## src/common/scan_seq_map.svh

```systemverilog
// Register offsets, field positions, reset values and timing counts
// Assumes a 125 MHz system clock and a 32-bit word-aligned register bus
`ifndef SCAN_SEQ_MAP_SVH
`define SCAN_SEQ_MAP_SVH

// ****************************************************************
// Sizes
// ****************************************************************
`define QUEUE_DEPTH     8
`define RESULT_BITS     13
`define PACE_BITS       27
`define GAP_BITS        7
`define PAIRED_CHANNELS 4
`define PAIRED_SPANS    3

// ****************************************************************
// Register byte offsets
// ****************************************************************
`define ADDR_CTRL       8'h00
`define ADDR_SCAN_START_PIN       8'h04
`define ADDR_PACE       8'h08
`define ADDR_QLEN       8'h0C
`define ADDR_STAT       8'h10
`define QUEUE_BASE_HI   3'h1

// ****************************************************************
// Field positions and reset values
// ****************************************************************
`define CTRL_START      0
`define CTRL_STOP       1
`define CTRL_PAIRED     2
`define CTRL_BURST      3
`define CTRL_EXTPACE    4
`define CTRL_ARM        5
`define CTRL_RETRIG     6
`define SCAN_START_PIN_LEVEL      0
`define SCAN_START_PIN_INVERT     1
`define STAT_OVERRUN    2
`define QLEN_RESET      4'h1

// ****************************************************************
// Timing
// ****************************************************************
`define CLK_PERIOD_NS   8
`define MAX_RATE_SPS    1000000
`define MIN_RATE_SPS    1
`define BURST_GAP_NS    1000
`define PACE_MIN_CYC    (1000000000 / (`CLK_PERIOD_NS * `MAX_RATE_SPS))
`define PACE_MAX_CYC    (1000000000 / (`CLK_PERIOD_NS * `MIN_RATE_SPS))
`define BURST_GAP_CYC   ((`BURST_GAP_NS + `CLK_PERIOD_NS - 1) / `CLK_PERIOD_NS)

`endif

```

## src/common/scan_seq_pkg.sv

```systemverilog
// Types shared by the scan sequencer and its helpers
// Assumes the constant header is on the include path
`include "scan_seq_map.svh"

package scan_seq_pkg;

  typedef enum {ST_IDLE, ST_WAIT, ST_ISSUE, ST_BUSY, ST_GAP} seq_state_e;

  typedef struct packed {
    logic [1:0] span;
    logic [2:0] channel;
  } queue_entry_s;

  typedef struct packed {
    logic       paired;
    logic [1:0] span;
    logic [2:0] channel;
  } conv_req_s;

  typedef struct packed {
    logic [2:0]              channel;
    logic [1:0]              span;
    logic [`RESULT_BITS-1:0] data;
  } result_s;

endpackage

```

## src/design/scan_sequencer.sv

```systemverilog
// Scan sequencer: channel queue, pacing, trigger and result path
// Assumes one AHB-Lite master, a converter that answers each start
// with one done pulse, and pins synchronous to clk_sys
`timescale 1ns/1ns
`default_nettype none
`include "scan_seq_map.svh"

module scan_sequencer
  import scan_seq_pkg::*;
#(
  parameter logic [`PACE_BITS-1:0] PACE_MAX_CYCLES = `PACE_BITS'(`PACE_MAX_CYC)
)
(
  // Clock and reset
  input  wire logic        clk_sys,
  input  wire logic        resetn,
  // AHB-Lite slave
  input  wire logic        hsel,
  input  wire logic [31:0] haddr,
  input  wire logic [1:0]  htrans,
  input  wire logic        hwrite,
  input  wire logic [2:0]  hsize,
  input  wire logic [31:0] hwdata,
  input  wire logic        hready,
  output logic             hreadyout,
  output logic [31:0]      hrdata,
  output logic             hresp,
  // Pins
  input  wire logic        external_sample_clock_in,
  input  wire logic        scan_start_pin,
  output logic             sample_clock_out,
  // Converter
  output logic             convStart,
  output conv_req_s        convReq,
  input  wire logic        convDone,
  input  wire logic [`RESULT_BITS-1:0] convData,
  // Result stream
  output logic             resultValid,
  input  wire logic        resultReady,
  output result_s          resultData
);

  // ****************************************************************
  // Declarations
  // ****************************************************************
  queue_entry_s            queue [`QUEUE_DEPTH];
  logic [3:0]              queueLen;
  logic [2:0]              idx;
  logic                    pairedMode;
  logic                    burstEn;
  logic                    extPace;
  logic                    retrig;
  logic                    trigLevel;
  logic                    trigInvert;
  logic                    trigWritten;
  logic [`PACE_BITS-1:0]   paceDiv;
  logic [`PACE_BITS-1:0]   paceCnt;
  logic                    paceTick;
  logic                    extPrev;
  logic                    extRise;
  logic                    running;
  logic                    armed;
  logic                    trigFire;
  logic                    overrun;
  logic                    wrPend;
  logic [7:0]              wrAddr;
  logic [31:0]             next_rdata;
  logic                    ctrlWr;
  logic                    startWr;
  logic                    stopWr;
  logic                    armWr;
  seq_state_e              state;
  logic [`GAP_BITS-1:0]    gapCnt;
  logic [`GAP_BITS-1:0]    sinceStart;
  logic                    startNow;
  logic                    lastEntry;
  logic                    holdValid;
  result_s                 hold;
  logic                    bufInReady;
  conv_req_s               next_req;
  logic [`PACE_BITS-1:0]   wrPace;
  logic [3:0]              wrLen;

  // ****************************************************************
  // AHB-Lite slave
  // ****************************************************************
  // Zero wait states: reads are registered at the address phase edge
  always_ff @(posedge clk_sys or negedge resetn) begin
    if (!resetn) begin
      hreadyout <= 1'b0;
      hresp     <= 1'b0;
    end else begin
      hreadyout <= 1'b1;
      hresp     <= 1'b0;
    end
  end

  always_ff @(posedge clk_sys or negedge resetn) begin
    if (!resetn) begin
      wrPend <= 1'b0;
      wrAddr <= 8'h00;
    end else if (hready) begin
      wrPend <= hsel && htrans[1] && hwrite;
      wrAddr <= haddr[7:0];
    end
  end

  always_comb begin
    next_rdata = 32'h0000_0000;
    if (haddr[7:5] == `QUEUE_BASE_HI) begin
      next_rdata[4:0] = queue[haddr[4:2]];
    end else begin
      case (haddr[7:0])
        `ADDR_CTRL: begin
          next_rdata[`CTRL_PAIRED]  = pairedMode;
          next_rdata[`CTRL_BURST]   = burstEn;
          next_rdata[`CTRL_EXTPACE] = extPace;
          next_rdata[`CTRL_RETRIG]  = retrig;
        end
        `ADDR_SCAN_START_PIN: begin
          next_rdata[`SCAN_START_PIN_LEVEL]  = trigLevel;
          next_rdata[`SCAN_START_PIN_INVERT] = trigInvert;
        end
        `ADDR_PACE: next_rdata[`PACE_BITS-1:0] = paceDiv;
        `ADDR_QLEN: next_rdata[3:0] = queueLen;
        `ADDR_STAT: next_rdata[6:0] = {idx, resultValid, overrun, armed, running};
        default:    next_rdata = 32'h0000_0000;
      endcase
    end
  end

  always_ff @(posedge clk_sys or negedge resetn) begin
    if (!resetn) begin
      hrdata <= 32'h0000_0000;
    end else if (hready && hsel && htrans[1] && !hwrite) begin
      hrdata <= next_rdata;
    end
  end

  assign ctrlWr  = wrPend && (wrAddr == `ADDR_CTRL);
  assign startWr = ctrlWr && hwdata[`CTRL_START];
  assign stopWr  = ctrlWr && hwdata[`CTRL_STOP];
  assign armWr   = ctrlWr && hwdata[`CTRL_ARM];
  assign wrPace  = hwdata[`PACE_BITS-1:0];
  assign wrLen   = hwdata[3:0];

  // ****************************************************************
  // Configuration registers
  // ****************************************************************
  // input mode and scan options
  always_ff @(posedge clk_sys or negedge resetn) begin
    if (!resetn) begin
      pairedMode <= 1'b0;
      burstEn    <= 1'b0;
      extPace    <= 1'b0;
      retrig     <= 1'b0;
    end else if (ctrlWr) begin
      pairedMode <= hwdata[`CTRL_PAIRED];
      burstEn    <= hwdata[`CTRL_BURST];
      extPace    <= hwdata[`CTRL_EXTPACE];
      retrig     <= hwdata[`CTRL_RETRIG];
    end
  end

  always_ff @(posedge clk_sys or negedge resetn) begin
    if (!resetn) begin
      trigLevel   <= 1'b0;
      trigInvert  <= 1'b0;
      trigWritten <= 1'b0;
    end else if (wrPend && (wrAddr == `ADDR_SCAN_START_PIN)) begin
      trigLevel   <= hwdata[`SCAN_START_PIN_LEVEL];
      trigInvert  <= hwdata[`SCAN_START_PIN_INVERT];
      trigWritten <= 1'b1;
    end
  end

  always_ff @(posedge clk_sys or negedge resetn) begin
    if (!resetn) begin
      paceDiv <= `PACE_BITS'(`PACE_MIN_CYC);
    end else if (wrPend && (wrAddr == `ADDR_PACE)) begin
      if (wrPace < `PACE_BITS'(`PACE_MIN_CYC)) begin
        paceDiv <= `PACE_BITS'(`PACE_MIN_CYC);
      end else if (wrPace > PACE_MAX_CYCLES) begin
        paceDiv <= PACE_MAX_CYCLES;
      end else begin
        paceDiv <= wrPace;
      end
    end
  end

  always_ff @(posedge clk_sys or negedge resetn) begin
    if (!resetn) begin
      queueLen <= `QLEN_RESET;
    end else if (wrPend && (wrAddr == `ADDR_QLEN)) begin
      if (wrLen == 4'h0) begin
        queueLen <= 4'h1;
      end else if (wrLen > 4'(`QUEUE_DEPTH)) begin
        queueLen <= 4'(`QUEUE_DEPTH);
      end else begin
        queueLen <= wrLen;
      end
    end
  end

  generate
    for (genvar i = 0; i < `QUEUE_DEPTH; i++) begin : gQueue
      always_ff @(posedge clk_sys or negedge resetn) begin
        if (!resetn) begin
          queue[i] <= '0;
        end else if (wrPend && (wrAddr[7:5] == `QUEUE_BASE_HI) && (wrAddr[4:2] == 3'(i))) begin
          queue[i] <= hwdata[4:0];
        end
      end
    end
  endgenerate

  // ****************************************************************
  // Pacing and sample clock out
  // ****************************************************************
  assign extRise = external_sample_clock_in && !extPrev;

  always_ff @(posedge clk_sys or negedge resetn) begin
    if (!resetn) begin
      paceCnt  <= '0;
      paceTick <= 1'b0;
      extPrev  <= 1'b0;
    end else begin
      extPrev <= external_sample_clock_in;
      if (extPace || !running || (paceCnt == (paceDiv - `PACE_BITS'(1)))) begin
        paceCnt <= '0;
      end else begin
        paceCnt <= paceCnt + `PACE_BITS'(1);
      end
      paceTick <= extPace ? extRise
                          : (running && (paceCnt == (paceDiv - `PACE_BITS'(1))));
    end
  end

  // clock out mirrors the pacing source
  always_ff @(posedge clk_sys or negedge resetn) begin
    if (!resetn) begin
      sample_clock_out <= 1'b0;
    end else begin
      sample_clock_out <= extPace ? external_sample_clock_in
                                  : (running && (paceCnt < (paceDiv >> 1)));
    end
  end

  // ****************************************************************
  // Start, stop and trigger
  // ****************************************************************
  trigger_detect uTrig (
    .clk_sys      (clk_sys),
    .resetn       (resetn),
    .scanStartPin (scan_start_pin),
    .levelMode    (trigLevel),
    .invert       (trigInvert),
    .armed        (armed && !running),
    .fire         (trigFire)
  );

  always_ff @(posedge clk_sys or negedge resetn) begin
    if (!resetn) begin
      running <= 1'b0;
    end else if (stopWr) begin
      running <= 1'b0;
    end else if (startWr || trigFire) begin
      running <= 1'b1;
    end
  end

  always_ff @(posedge clk_sys or negedge resetn) begin
    if (!resetn) begin
      armed <= 1'b0;
    end else if (stopWr) begin
      armed <= 1'b0;
    end else if (armWr) begin
      armed <= 1'b1;
    end else if (trigFire && !retrig) begin
      armed <= 1'b0;
    end
  end

  // A tick that finds the sequencer busy is dropped; set wins over clear
  always_ff @(posedge clk_sys or negedge resetn) begin
    if (!resetn) begin
      overrun <= 1'b0;
    end else if (paceTick && running && (state != ST_WAIT) && (state != ST_IDLE)) begin
      overrun <= 1'b1;
    end else if (wrPend && (wrAddr == `ADDR_STAT) && hwdata[`STAT_OVERRUN]) begin
      overrun <= 1'b0;
    end
  end

  // ****************************************************************
  // Sequencer
  // ****************************************************************
  assign lastEntry = ({1'b0, idx} == (queueLen - 4'h1));
  assign startNow  = running && !holdValid
                  && ((state == ST_ISSUE) || ((state == ST_GAP) && (gapCnt == '0)));

  // span and channel fitted to mode
  always_comb begin
    next_req.paired  = pairedMode;
    next_req.channel = queue[idx].channel;
    next_req.span    = queue[idx].span;
    if (pairedMode) begin
      next_req.channel = {1'b0, queue[idx].channel[1:0]};
      if (queue[idx].span == 2'(`PAIRED_SPANS)) begin
        next_req.span = 2'(`PAIRED_SPANS - 1);
      end
    end
  end

  always_ff @(posedge clk_sys or negedge resetn) begin
    if (!resetn) begin
      state <= ST_IDLE;
    end else begin
      case (state)
        ST_IDLE:  if (running) state <= ST_WAIT;
        ST_WAIT: begin
          if (!running) state <= ST_IDLE;
          else if (paceTick) state <= ST_ISSUE;
        end
        ST_ISSUE, ST_GAP: begin
          if (!running) state <= ST_IDLE;
          else if (startNow) state <= ST_BUSY;
        end
        ST_BUSY: begin
          if (convDone) begin
            if (!running) state <= ST_IDLE;
            else if (burstEn && !lastEntry) state <= ST_GAP;
            else state <= ST_WAIT;
          end
        end
        default: state <= ST_IDLE;
      endcase
    end
  end

  always_ff @(posedge clk_sys or negedge resetn) begin
    if (!resetn) begin
      gapCnt <= '0;
    end else if (startNow) begin
      gapCnt <= `GAP_BITS'(`BURST_GAP_CYC - 1);
    end else if (gapCnt != '0) begin
      gapCnt <= gapCnt - `GAP_BITS'(1);
    end
  end

  always_ff @(posedge clk_sys or negedge resetn) begin
    if (!resetn) begin
      convStart <= 1'b0;
      convReq   <= '0;
    end else begin
      convStart <= startNow;
      if (startNow) convReq <= next_req;
    end
  end

  always_ff @(posedge clk_sys or negedge resetn) begin
    if (!resetn) begin
      idx <= 3'h0;
    end else if (startWr || trigFire) begin
      idx <= 3'h0;
    end else if ((state == ST_BUSY) && convDone) begin
      idx <= lastEntry ? 3'h0 : idx + 3'h1;
    end
  end

  // ****************************************************************
  // Result path
  // ****************************************************************
  // 13-bit result captured
  always_ff @(posedge clk_sys or negedge resetn) begin
    if (!resetn) begin
      holdValid <= 1'b0;
      hold      <= '0;
    end else if ((state == ST_BUSY) && convDone) begin
      holdValid <= 1'b1;
      hold      <= {convReq.channel, convReq.span, convData};
    end else if (bufInReady) begin
      holdValid <= 1'b0;
    end
  end

  two_entry_buffer uBuf (
    .clk_sys  (clk_sys),
    .resetn   (resetn),
    .inValid  (holdValid),
    .inReady  (bufInReady),
    .inData   (hold),
    .outValid (resultValid),
    .outReady (resultReady),
    .outData  (resultData)
  );

  // ****************************************************************
  // Checks
  // ****************************************************************
  always_ff @(posedge clk_sys or negedge resetn) begin
    if (!resetn) begin
      sinceStart <= '0;
    end else if (convStart) begin
      sinceStart <= '0;
    end else if (sinceStart != '1) begin
      sinceStart <= sinceStart + `GAP_BITS'(1);
    end
  end

  queue_wrap_a: assert property (@(posedge clk_sys) disable iff (!resetn)
    (state == ST_BUSY) && convDone && lastEntry && !startWr && !trigFire |=> idx == 3'h0)
    else $error("queue did not wrap to entry zero");

  paired_chan_a: assert property (@(posedge clk_sys) disable iff (!resetn)
    convStart && convReq.paired |-> convReq.channel < 3'(`PAIRED_CHANNELS))
    else $error("paired mode used a channel above three");

  paired_span_a: assert property (@(posedge clk_sys) disable iff (!resetn)
    convStart && convReq.paired |-> convReq.span != 2'(`PAIRED_SPANS))
    else $error("paired mode used the fourth span");

  // Counter restarts the cycle after the start pulse, hence gap minus two
  burst_gap_a: assert property (@(posedge clk_sys) disable iff (!resetn)
    startNow && (state == ST_GAP) |-> sinceStart >= `GAP_BITS'(`BURST_GAP_CYC - 2))
    else $error("burst conversions closer than the gap");

  pace_limit_a: assert property (@(posedge clk_sys) disable iff (!resetn)
    paceDiv >= `PACE_BITS'(`PACE_MIN_CYC) && paceDiv <= PACE_MAX_CYCLES)
    else $error("pacing period outside its limits");

  ext_pace_a: assert property (@(posedge clk_sys) disable iff (!resetn)
    extPace && extRise |=> paceTick)
    else $error("external edge gave no pacing tick");

  scan_start_pin_default_a: assert property (@(posedge clk_sys) disable iff (!resetn)
    !trigWritten |-> !trigLevel && !trigInvert)
    else $error("trigger setup left rising edge before any write");

  rearm_a: assert property (@(posedge clk_sys) disable iff (!resetn)
    trigFire && retrig && !stopWr |=> armed && running)
    else $error("retrigger did not stay armed");

  clk_out_a: assert property (@(posedge clk_sys) disable iff (!resetn)
    extPace |=> sample_clock_out == $past(external_sample_clock_in))
    else $error("clock out does not repeat the external clock");

  start_cmd_a: assert property (@(posedge clk_sys) disable iff (!resetn)
    startWr && !stopWr |=> running ##1 (state == ST_WAIT))
    else $error("start command did not begin the scan");

  no_loss_a: assert property (@(posedge clk_sys) disable iff (!resetn)
    holdValid && !bufInReady |=> holdValid && $stable(hold))
    else $error("result lost while the buffer was full");

endmodule

`default_nettype wire

```

## src/design/trigger_detect.sv

```systemverilog
// External start pin qualifier: edge or level, either polarity
// Assumes the pin is already synchronous to clk_sys
`timescale 1ns/1ns
`default_nettype none

module trigger_detect
  import scan_seq_pkg::*;
(
  // Clock and reset
  input  wire logic clk_sys,
  input  wire logic resetn,
  // Pin and setup
  input  wire logic scanStartPin,
  input  wire logic levelMode,
  input  wire logic invert,
  input  wire logic armed,
  // Result
  output logic      fire
);

  logic active;
  logic prevActive;

  assign active = scanStartPin ^ invert;

  // Reset high so a pin that already sits active does not fire at once
  always_ff @(posedge clk_sys or negedge resetn) begin
    if (!resetn) begin
      prevActive <= 1'b1;
    end else begin
      prevActive <= active;
    end
  end

  always_ff @(posedge clk_sys or negedge resetn) begin
    if (!resetn) begin
      fire <= 1'b0;
    end else begin
      fire <= armed && (levelMode ? active : (active && !prevActive));
    end
  end

  edge_single_a: assert property (@(posedge clk_sys) disable iff (!resetn)
    fire && !levelMode && $stable(levelMode) |=> !fire)
    else $error("edge trigger fired twice in a row");

endmodule

`default_nettype wire

```

## src/design/two_entry_buffer.sv

```systemverilog
// Two-entry result buffer with valid and ready on both sides
// Assumes the drain side may hold ready low for any time
`timescale 1ns/1ns
`default_nettype none

module two_entry_buffer
  import scan_seq_pkg::*;
(
  // Clock and reset
  input  wire logic    clk_sys,
  input  wire logic    resetn,
  // Fill side
  input  wire logic    inValid,
  output logic         inReady,
  input  wire result_s inData,
  // Drain side
  output logic         outValid,
  input  wire logic    outReady,
  output result_s      outData
);

  result_s slot [2];
  logic    tailValid;
  logic    pop;
  logic    push;

  assign inReady  = !tailValid;
  assign pop      = outValid && outReady;
  assign push     = inValid && inReady;
  assign outData  = slot[0];

  // Slot 0 is the head that drives the port, slot 1 the overflow
  always_ff @(posedge clk_sys or negedge resetn) begin
    if (!resetn) begin
      slot[0]   <= '0;
      slot[1]   <= '0;
      outValid  <= 1'b0;
      tailValid <= 1'b0;
    end else if (!outValid || pop) begin
      if (tailValid) begin
        slot[0]   <= slot[1];
        outValid  <= 1'b1;
        tailValid <= 1'b0;
      end else begin
        slot[0]  <= inData;
        outValid <= push;
      end
    end else if (push) begin
      slot[1]   <= inData;
      tailValid <= 1'b1;
    end
  end

  keep_word_a: assert property (@(posedge clk_sys) disable iff (!resetn)
    outValid && !outReady |=> outValid && $stable(outData))
    else $error("buffered word changed while stalled");

endmodule

`default_nettype wire

```

## config.mk

```make
export PLATFORM = sky130hd
export DESIGN_NAME = scan_sequencer
export DESIGN_NICKNAME = d
export VERILOG_FILES = /design/src/common/scan_seq_pkg.sv /design/src/design/scan_sequencer.sv /design/src/design/trigger_detect.sv /design/src/design/two_entry_buffer.sv
export VERILOG_INCLUDE_DIRS = /design/src /design/src/common
export SDC_FILE = /design/constraint.sdc
export NUM_CORES = 1
export LEC_CHECK = 0
export BUFFER_PORTS_ARGS = -buffer_cell sky130_fd_sc_hd__buf_2
export CORE_ASPECT_RATIO = 0.5
export CORE_MARGIN = 2
export CORE_UTILIZATION = 45
export DETAILED_ROUTE_END_ITERATION = 7
export SKIP_CTS_REPAIR_TIMING = 1
export SYNTH_ARGS = -nofsm -noshare
export SYNTH_HDL_FRONTEND = slang
export SYNTH_SLANG_ARGS = --single-unit
```

## constraint.sdc

```tcl
create_clock -name clk_sys -period 5.15 [get_ports clk_sys]
set_clock_uncertainty 0.2 [all_clocks]
set_input_delay 1.545 -clock clk_sys [delete_from_list [all_inputs] [get_ports clk_sys]]
set_output_delay 1.545 -clock clk_sys [all_outputs]
set_load 0.01 [all_outputs]
```

* Word-level counts from Yosys, hierarchy flattened
Cells that the tools add are included.
** Cells by class
- Add/sub/neg operators :: 5
- Multipliers :: 0
- Divide/modulo/power cells :: 0
- Order comparisons :: 6
- Equality and inequality tests :: 33
- Shifts and indexed selects :: 0
- Multiplexer cells :: 51
- Bitwise gates (word level) :: 4
- Reductions and logical operators :: 71
** Operator list (count)
- $mux 32 :: 6
- $pmux 32 s4 :: 1
- $eq 32x3->1 const B :: 3
- $mux 27 :: 3
- $eq 32x2->1 const B :: 2
- $logic_and 1x1->1 :: 40
- $eq 32x1->1 const B :: 1
- $eq 32x4->1 const B :: 1
- $eq 8x4->1 const B :: 4
- $logic_not 32->1 :: 1
- $ne 32x2->1 const B :: 1
- $reduce_bool 32->1 :: 1
- $bmux 5 s3 :: 2
- $mux 5 :: 6
- $add 27x1->27 const B :: 1
- $eq 27x27->1 :: 1
- $gt 27x27->1 const B :: 1
- $lt 27x26->1 :: 1
- $lt 27x7->1 const B :: 1
- $sub 27x1->27 const B :: 1
- $mux 22 :: 1
- $mux 20 :: 1
- $mux 18 :: 1
- $eq 8x3->1 const B :: 2
- 36 further kinds :: 87
** Storage, ports and cells
- Flip-flop bits (word level) :: 260
- Bits in latches :: 0
- RAM bits :: 0
- Memory bits (read-only) :: 0
- Input port bits :: 91
- Output and inout port bits :: 61
- Logic and storage cells :: 226
- Memories kept :: 0

* Depth between registers and ports, before layout
- Depth after elaboration :: 8
- Gate-level depth with buffers :: 11

* By module
From an unflattened synthesis, not the netlist that was laid out.
** Unflattened totals
- Cell total of the unflattened synthesis :: 1079
- Area, all modules :: 12016.5 um^2
** Modules (own cells, without submodules)
- scan_sequencer :: times used 1, cells an instance 952, area each 10139.7 um^2
- two_entry_buffer :: times used 1, cells an instance 122, area each 1804.2 um^2
- trigger_detect :: times used 1, cells an instance 5, area each 72.6 um^2

* Least setup slack after synthesis
OpenSTA, ideal clock, no wires.
- Kind :: input -> register
- From :: input port hwdata[7]
- To :: register paceDiv[10]
- Arrival time :: 3229 ps
- Required time :: 4881 ps
- Path slack :: 1652 ps
- Cell stages on the path :: 7
- Cells stage by stage :: o21ai_0 -> a211oi_1 -> a2111oi_0 -> nor2_1 -> o21a_1 -> nor3_1 -> a22o_1
** Between the ends
- Cells in the longest elaborated chain, start to end :: 3
** RTL lines
- from (decl) :: line scan_sequencer.sv:23 : input wire logic [31:0] hwdata,
- $gt 27x27->1 :: line scan_sequencer.sv:183 : end else if (wrPace > PACE_MAX_CYCLES) begin
- $mux 27 :: line scan_sequencer.sv:183
- $mux 27 (*) :: line scan_sequencer.sv:181 : if (wrPace < `PACE_BITS'(`PACE_MIN_CYC)) begin
- to (signal assigned) :: line scan_sequencer.sv:179 : paceDiv <= `PACE_BITS'(`PACE_MIN_CYC);
- to (signal assigned) :: line scan_sequencer.sv:182 : paceDiv <= `PACE_BITS'(`PACE_MIN_CYC);
- to (signal assigned) :: line scan_sequencer.sv:186 : paceDiv <= wrPace;
- to (decl) :: line scan_sequencer.sv:56 : logic [`PACE_BITS-1:0] paceDiv;
Mark *: on every way between the ends. The rest lies on a longest branch, timed or not.
A chain may end at the register's enable or synchronous reset.

* Worst setup path after layout
- From :: register paceDiv[1]
- To :: register paceCnt[26]
** Between the ends
- Cells in the longest elaborated chain, start to end :: 4
** RTL lines
- $sub 27x1->27 :: line scan_sequencer.sv:229 : if (extPace || !running || (paceCnt == (paceDiv - `PACE_BITS'(1)))) begin
- $eq 27x27->1 :: line scan_sequencer.sv:229
- $logic_or 1x1->1 :: line scan_sequencer.sv:229
- $mux 27 :: line scan_sequencer.sv:229
- to (signal assigned) :: line scan_sequencer.sv:232 : paceCnt <= paceCnt + `PACE_BITS'(1);
- to (decl) :: line scan_sequencer.sv:57 : logic [`PACE_BITS-1:0] paceCnt;
No other way between the ends.

==> run_results.csv <==
group,metric,value,unit
status,status,"finished clean",
timing,fin_ws,1.133,ns
layout,final_common_cell,"dfrtp_1",
clock_tree,tritoncts,"yes",
logic_synthesis,async_reset_ff_share,100.0,%
critical_path,cp-start-kind,"register",
logic_synthesis,synth_xor_area_share,4.852,%
place,port_buffers,112,
floorplan,die_y,119.1,um
timing,fmax,249.0,MHz
grt,antenna_found_initial,0,
timing,maxSlewViolCount,0,
logic_synthesis,yosysWarnings,0,
power,seqPwrFrac,48.0,%
clock_tree,clk_path_buf_depth,3,
floorplan,die_area,27870,sq um
floorplan,die_w,234.1,um
layout,layout-drive-gt1-share,22.37,%
timing,final.setup.tns,0,ns
logic_synthesis,synth_cell_type_count,63,
clock_tree,clk_latency,0.53,ns
timing,fin_crit_sh,77.99,%
place,dpl.hpwl,22300,um
detailed_routing,vias_per_cell,5.645,
logic_synthesis,yosysSeqAreaShare,47.56,%
logic_synthesis,synth_compound_area_share,11.41,%
detailed_routing,drt_iter0_drc,675,
detailed_routing,routed-via-count,8902,
clock_tree,clock-sinks,226,
grt,grt_max_degree,108,
power,intPower,3.129,mW
timing,whs,0.2470,ns
logic_synthesis,synthSimpleGateAreaFrac,14.69,%
floorplan,rows,42,
grt,gr-total-overflow,0,
critical_path,path_class,"reg2reg",
layout,area_growth,12.17,%
critical_path,slowest_stage,"o211a_1",
critical_path,critPathRequiredTime,5.32,ns
timing,rsz0062_at_grt,"no",
critical_path,arrival,4.19,ns
run,maxCapViolations,0,
layout,diodes,0,
power,p_clk_share,38.8,%
logic_synthesis,synth_area,11910,sq um
power,p_sw,1.215,mW
critical_path,cp-end-kind,"register",
layout,mostFrequentLayoutCells,"dfrtp_1, nand2_1, buf_2, mux2_2, o21ai_0",
logic_synthesis,synth-seq-cells,226,
logic_synthesis,yosys.area_share.adder,3.151,%
timing,max-slew-margin-rel,19.31,%
power,vdd_ir_drop_max,0.2111,mV
grt,track_usage,22.99,%
critical_path,cp_slowest_stage_delay,0.82,ns
timing,finalHoldViolCount,0,
detailed_routing,drt-total-wl,31550,um
layout,final_nets,1329,
critical_path,crit_chain,"inv_1 -> ha_1 -> nor3b_1 -> nand2_1 -> nand4b_1 -> or4_4 -> a2111oi_4 -> o211a_1 -> nor3_1",
logic_synthesis,synthMuxAreaShare,13.33,%
power,p_sw_share,27.96,%
logic_synthesis,synthFlopType,"dfrtp_1",
floorplan,core_area,26220,sq um
layout,finalNonFillerCells,1577,
power,power,4.344,mW
grt,grt_pass1_vias,8873,
place,place.gp.congestion,0.9333,
power,power.density,325.1,nW/um^2
power,combPwrFrac,13.2,%
clock_tree,root_buffer,"clkbuf_16",
detailed_routing,wire_per_inst,20.01,um
power,p_leak,6.157,nW
place,dp_cells,1535,
clock_tree,clk_pin_slew,0.06,ns
critical_path,critPathMaxFanout,27,
floorplan,ios,152,
detailed_routing,drtAntennaViolNets,0,
logic_synthesis,synth_top_family_by_area,"simple AND/OR/NAND/NOR gates",
hold_path,hold_class,"reg2reg",
detailed_routing,drtPass1Iterations,5,
timing,tightest_slew,1.201,ns
detailed_routing,drc_errors,0,
floorplan,initial_core_util,45.43,%
timing,setup_viol,0,
logic_synthesis,synth_edf_count,0,
grt,grt_pass1_wl,49720,um
clock_tree,cts_inserted_buffers,23,
place,dp_slack,1.152,ns
clock_tree,cts_max_level,1,
logic_synthesis,syn_avg_cell_area,10.44,sq um
timing,fin_crit,4.017,ns
logic_synthesis,syn_inst,1141,
worst max-delay path, delay by kind of cell (launching register included):
| kind | cells | cell delay [ns] |
|---|---|---|
| adders and majority gates | 1 | 0.18 |
| AOI/OAI and AO/OA | 2 | 1.21 |
| DFF | 1 | 0.45 |
| buffers and inverters | 1 | 0.09 |
| and+or+nand+nor | 5 | 1.70 |
power groups by stage:
stage	Sequential [mW]	Clock (mW)	Combinational [mW]
after floorplan	2.03	0	0.433
after global placement	2.11	0	0.554
after detailed placement	2.12	0	0.575
after CTS	2.08	1.73	0.576
after global routing	2.11	1.81	0.637
final	2.09	1.69	0.572
registers in the layout (all words and copies together) (netlist names), 3 cells and up:
signal and flops:
paceCnt 27, gapCnt 7, idx 3, paceDiv 27, queueLen 4, state 3
uBuf.slot 18, hold 18, uBuf.outData 18, hrdata 27, queue 40, wrAddr 8
convReq 6
cell families (layout without fill, tap and decap cells):
| family | after synthesis | count (layout) |
|---|---|---|
| buffers and inverters | 126 | 205 |
| muxes | 124 | 124 |
| and+or+nand+nor | 365 | 365 |
| DFF | 226 | 226 |
| other | 2 | 7 |
| AOI/OAI and AO/OA | 202 | 202 |
| adders and majority gates | 30 | 30 |
| xor gates and xnor gates | 66 | 66 |
routing by layer:
metal | wire [um] | GRT usage [%] | vias up
met1 | 14870 | 32.65 | 4464
met4 | 723 | 5.419 | 0
met3 | 1316 | 3.831 | 45
met2 | 14650 | 36.91 | 199
li1 | - | - | 4194
met5 | 0 | 0 | -
metrics by stage:
step / utilization [%] / cell area [sq um]
finish: 50.96 / 13360
global route: 50.96 / 13360
CTS: 50.96 / 13360
detailed placement: 48.03 / 12600
global placement: 48.03 / 12600
floorplan: - / 11930
final timing paths:
path	startpoint	endpoint	slack, ns	cells after the start
max	paceDiv[1]	paceCnt[26]	1.13	9
min	extPrev	paceTick	0.25	1
max reg2reg	paceDiv[1]	paceCnt[26]	1.13	9
min reg2reg	extPrev	paceTick	0.25	1
max in group asynchronous	resetn	paceDiv[19]	2.94	2
min in group asynchronous	resetn	gapCnt[5]	0.84	1
synth_stat cells (3+ instances only):
| cell type | count | share of area [%] |
|---|---|---|
| nor2b_1 | 9 | 0.47 |
| nor3_1 | 50 | 2.1 |
| inv_1 | 41 | 1.3 |
| nand4_1 | 18 | 0.95 |
| o211a_1 | 3 | 0.25 |
| a21oi_1 | 29 | 1.2 |
| dfstp_2 | 8 | 1.8 |
| o31ai_1 | 3 | 0.19 |
| nand3_1 | 29 | 1.2 |
| nor3b_1 | 3 | 0.19 |
| clkbuf_1 | 50 | 1.6 |
| buf_6 | 3 | 0.28 |
| mux2_2 | 77 | 7.3 |
| nand2b_1 | 9 | 0.47 |
| o211ai_1 | 6 | 0.38 |
| a22oi_1 | 8 | 0.50 |
| xor2_1 | 25 | 1.8 |
| o22ai_1 | 3 | 0.16 |
| nand4b_1 | 4 | 0.29 |
| a21o_1 | 13 | 0.82 |
| ha_1 | 30 | 3.2 |
| buf_4 | 25 | 1.6 |
| nor4_1 | 14 | 0.74 |
| nand2_1 | 133 | 4.2 |
| mux4_2 | 20 | 3.8 |
| a22o_1 | 28 | 2.1 |
| buf_1 | 6 | 0.19 |
| nand3b_1 | 5 | 0.32 |
| or4_1 | 5 | 0.32 |
| and3_1 | 7 | 0.37 |
| or2_2 | 3 | 0.16 |
| mux2i_1 | 27 | 2.3 |
| o21ai_0 | 68 | 2.9 |
| nor2_1 | 57 | 1.8 |
| xnor2_1 | 41 | 3.0 |
| or3_1 | 12 | 0.63 |
| o21a_1 | 4 | 0.25 |
| a31oi_1 | 3 | 0.16 |
| dfrtp_1 | 218 | 46 |
| a211oi_1 | 11 | 0.69 |
cell type report:
cell class                      count  area [sq um]
Inverter                           42         157.7
Timing Repair Buffer              121         650.6
Clock inverter                      9         63.81
Clock buffer                       33         703.2
Fill cell                        2368         12860
Multi-Input combinational cell    794          5682
Sequential cell                   226          5665
Tap cell                          352         440.4
No activity file was read; power rests on OpenSTA's default activity.
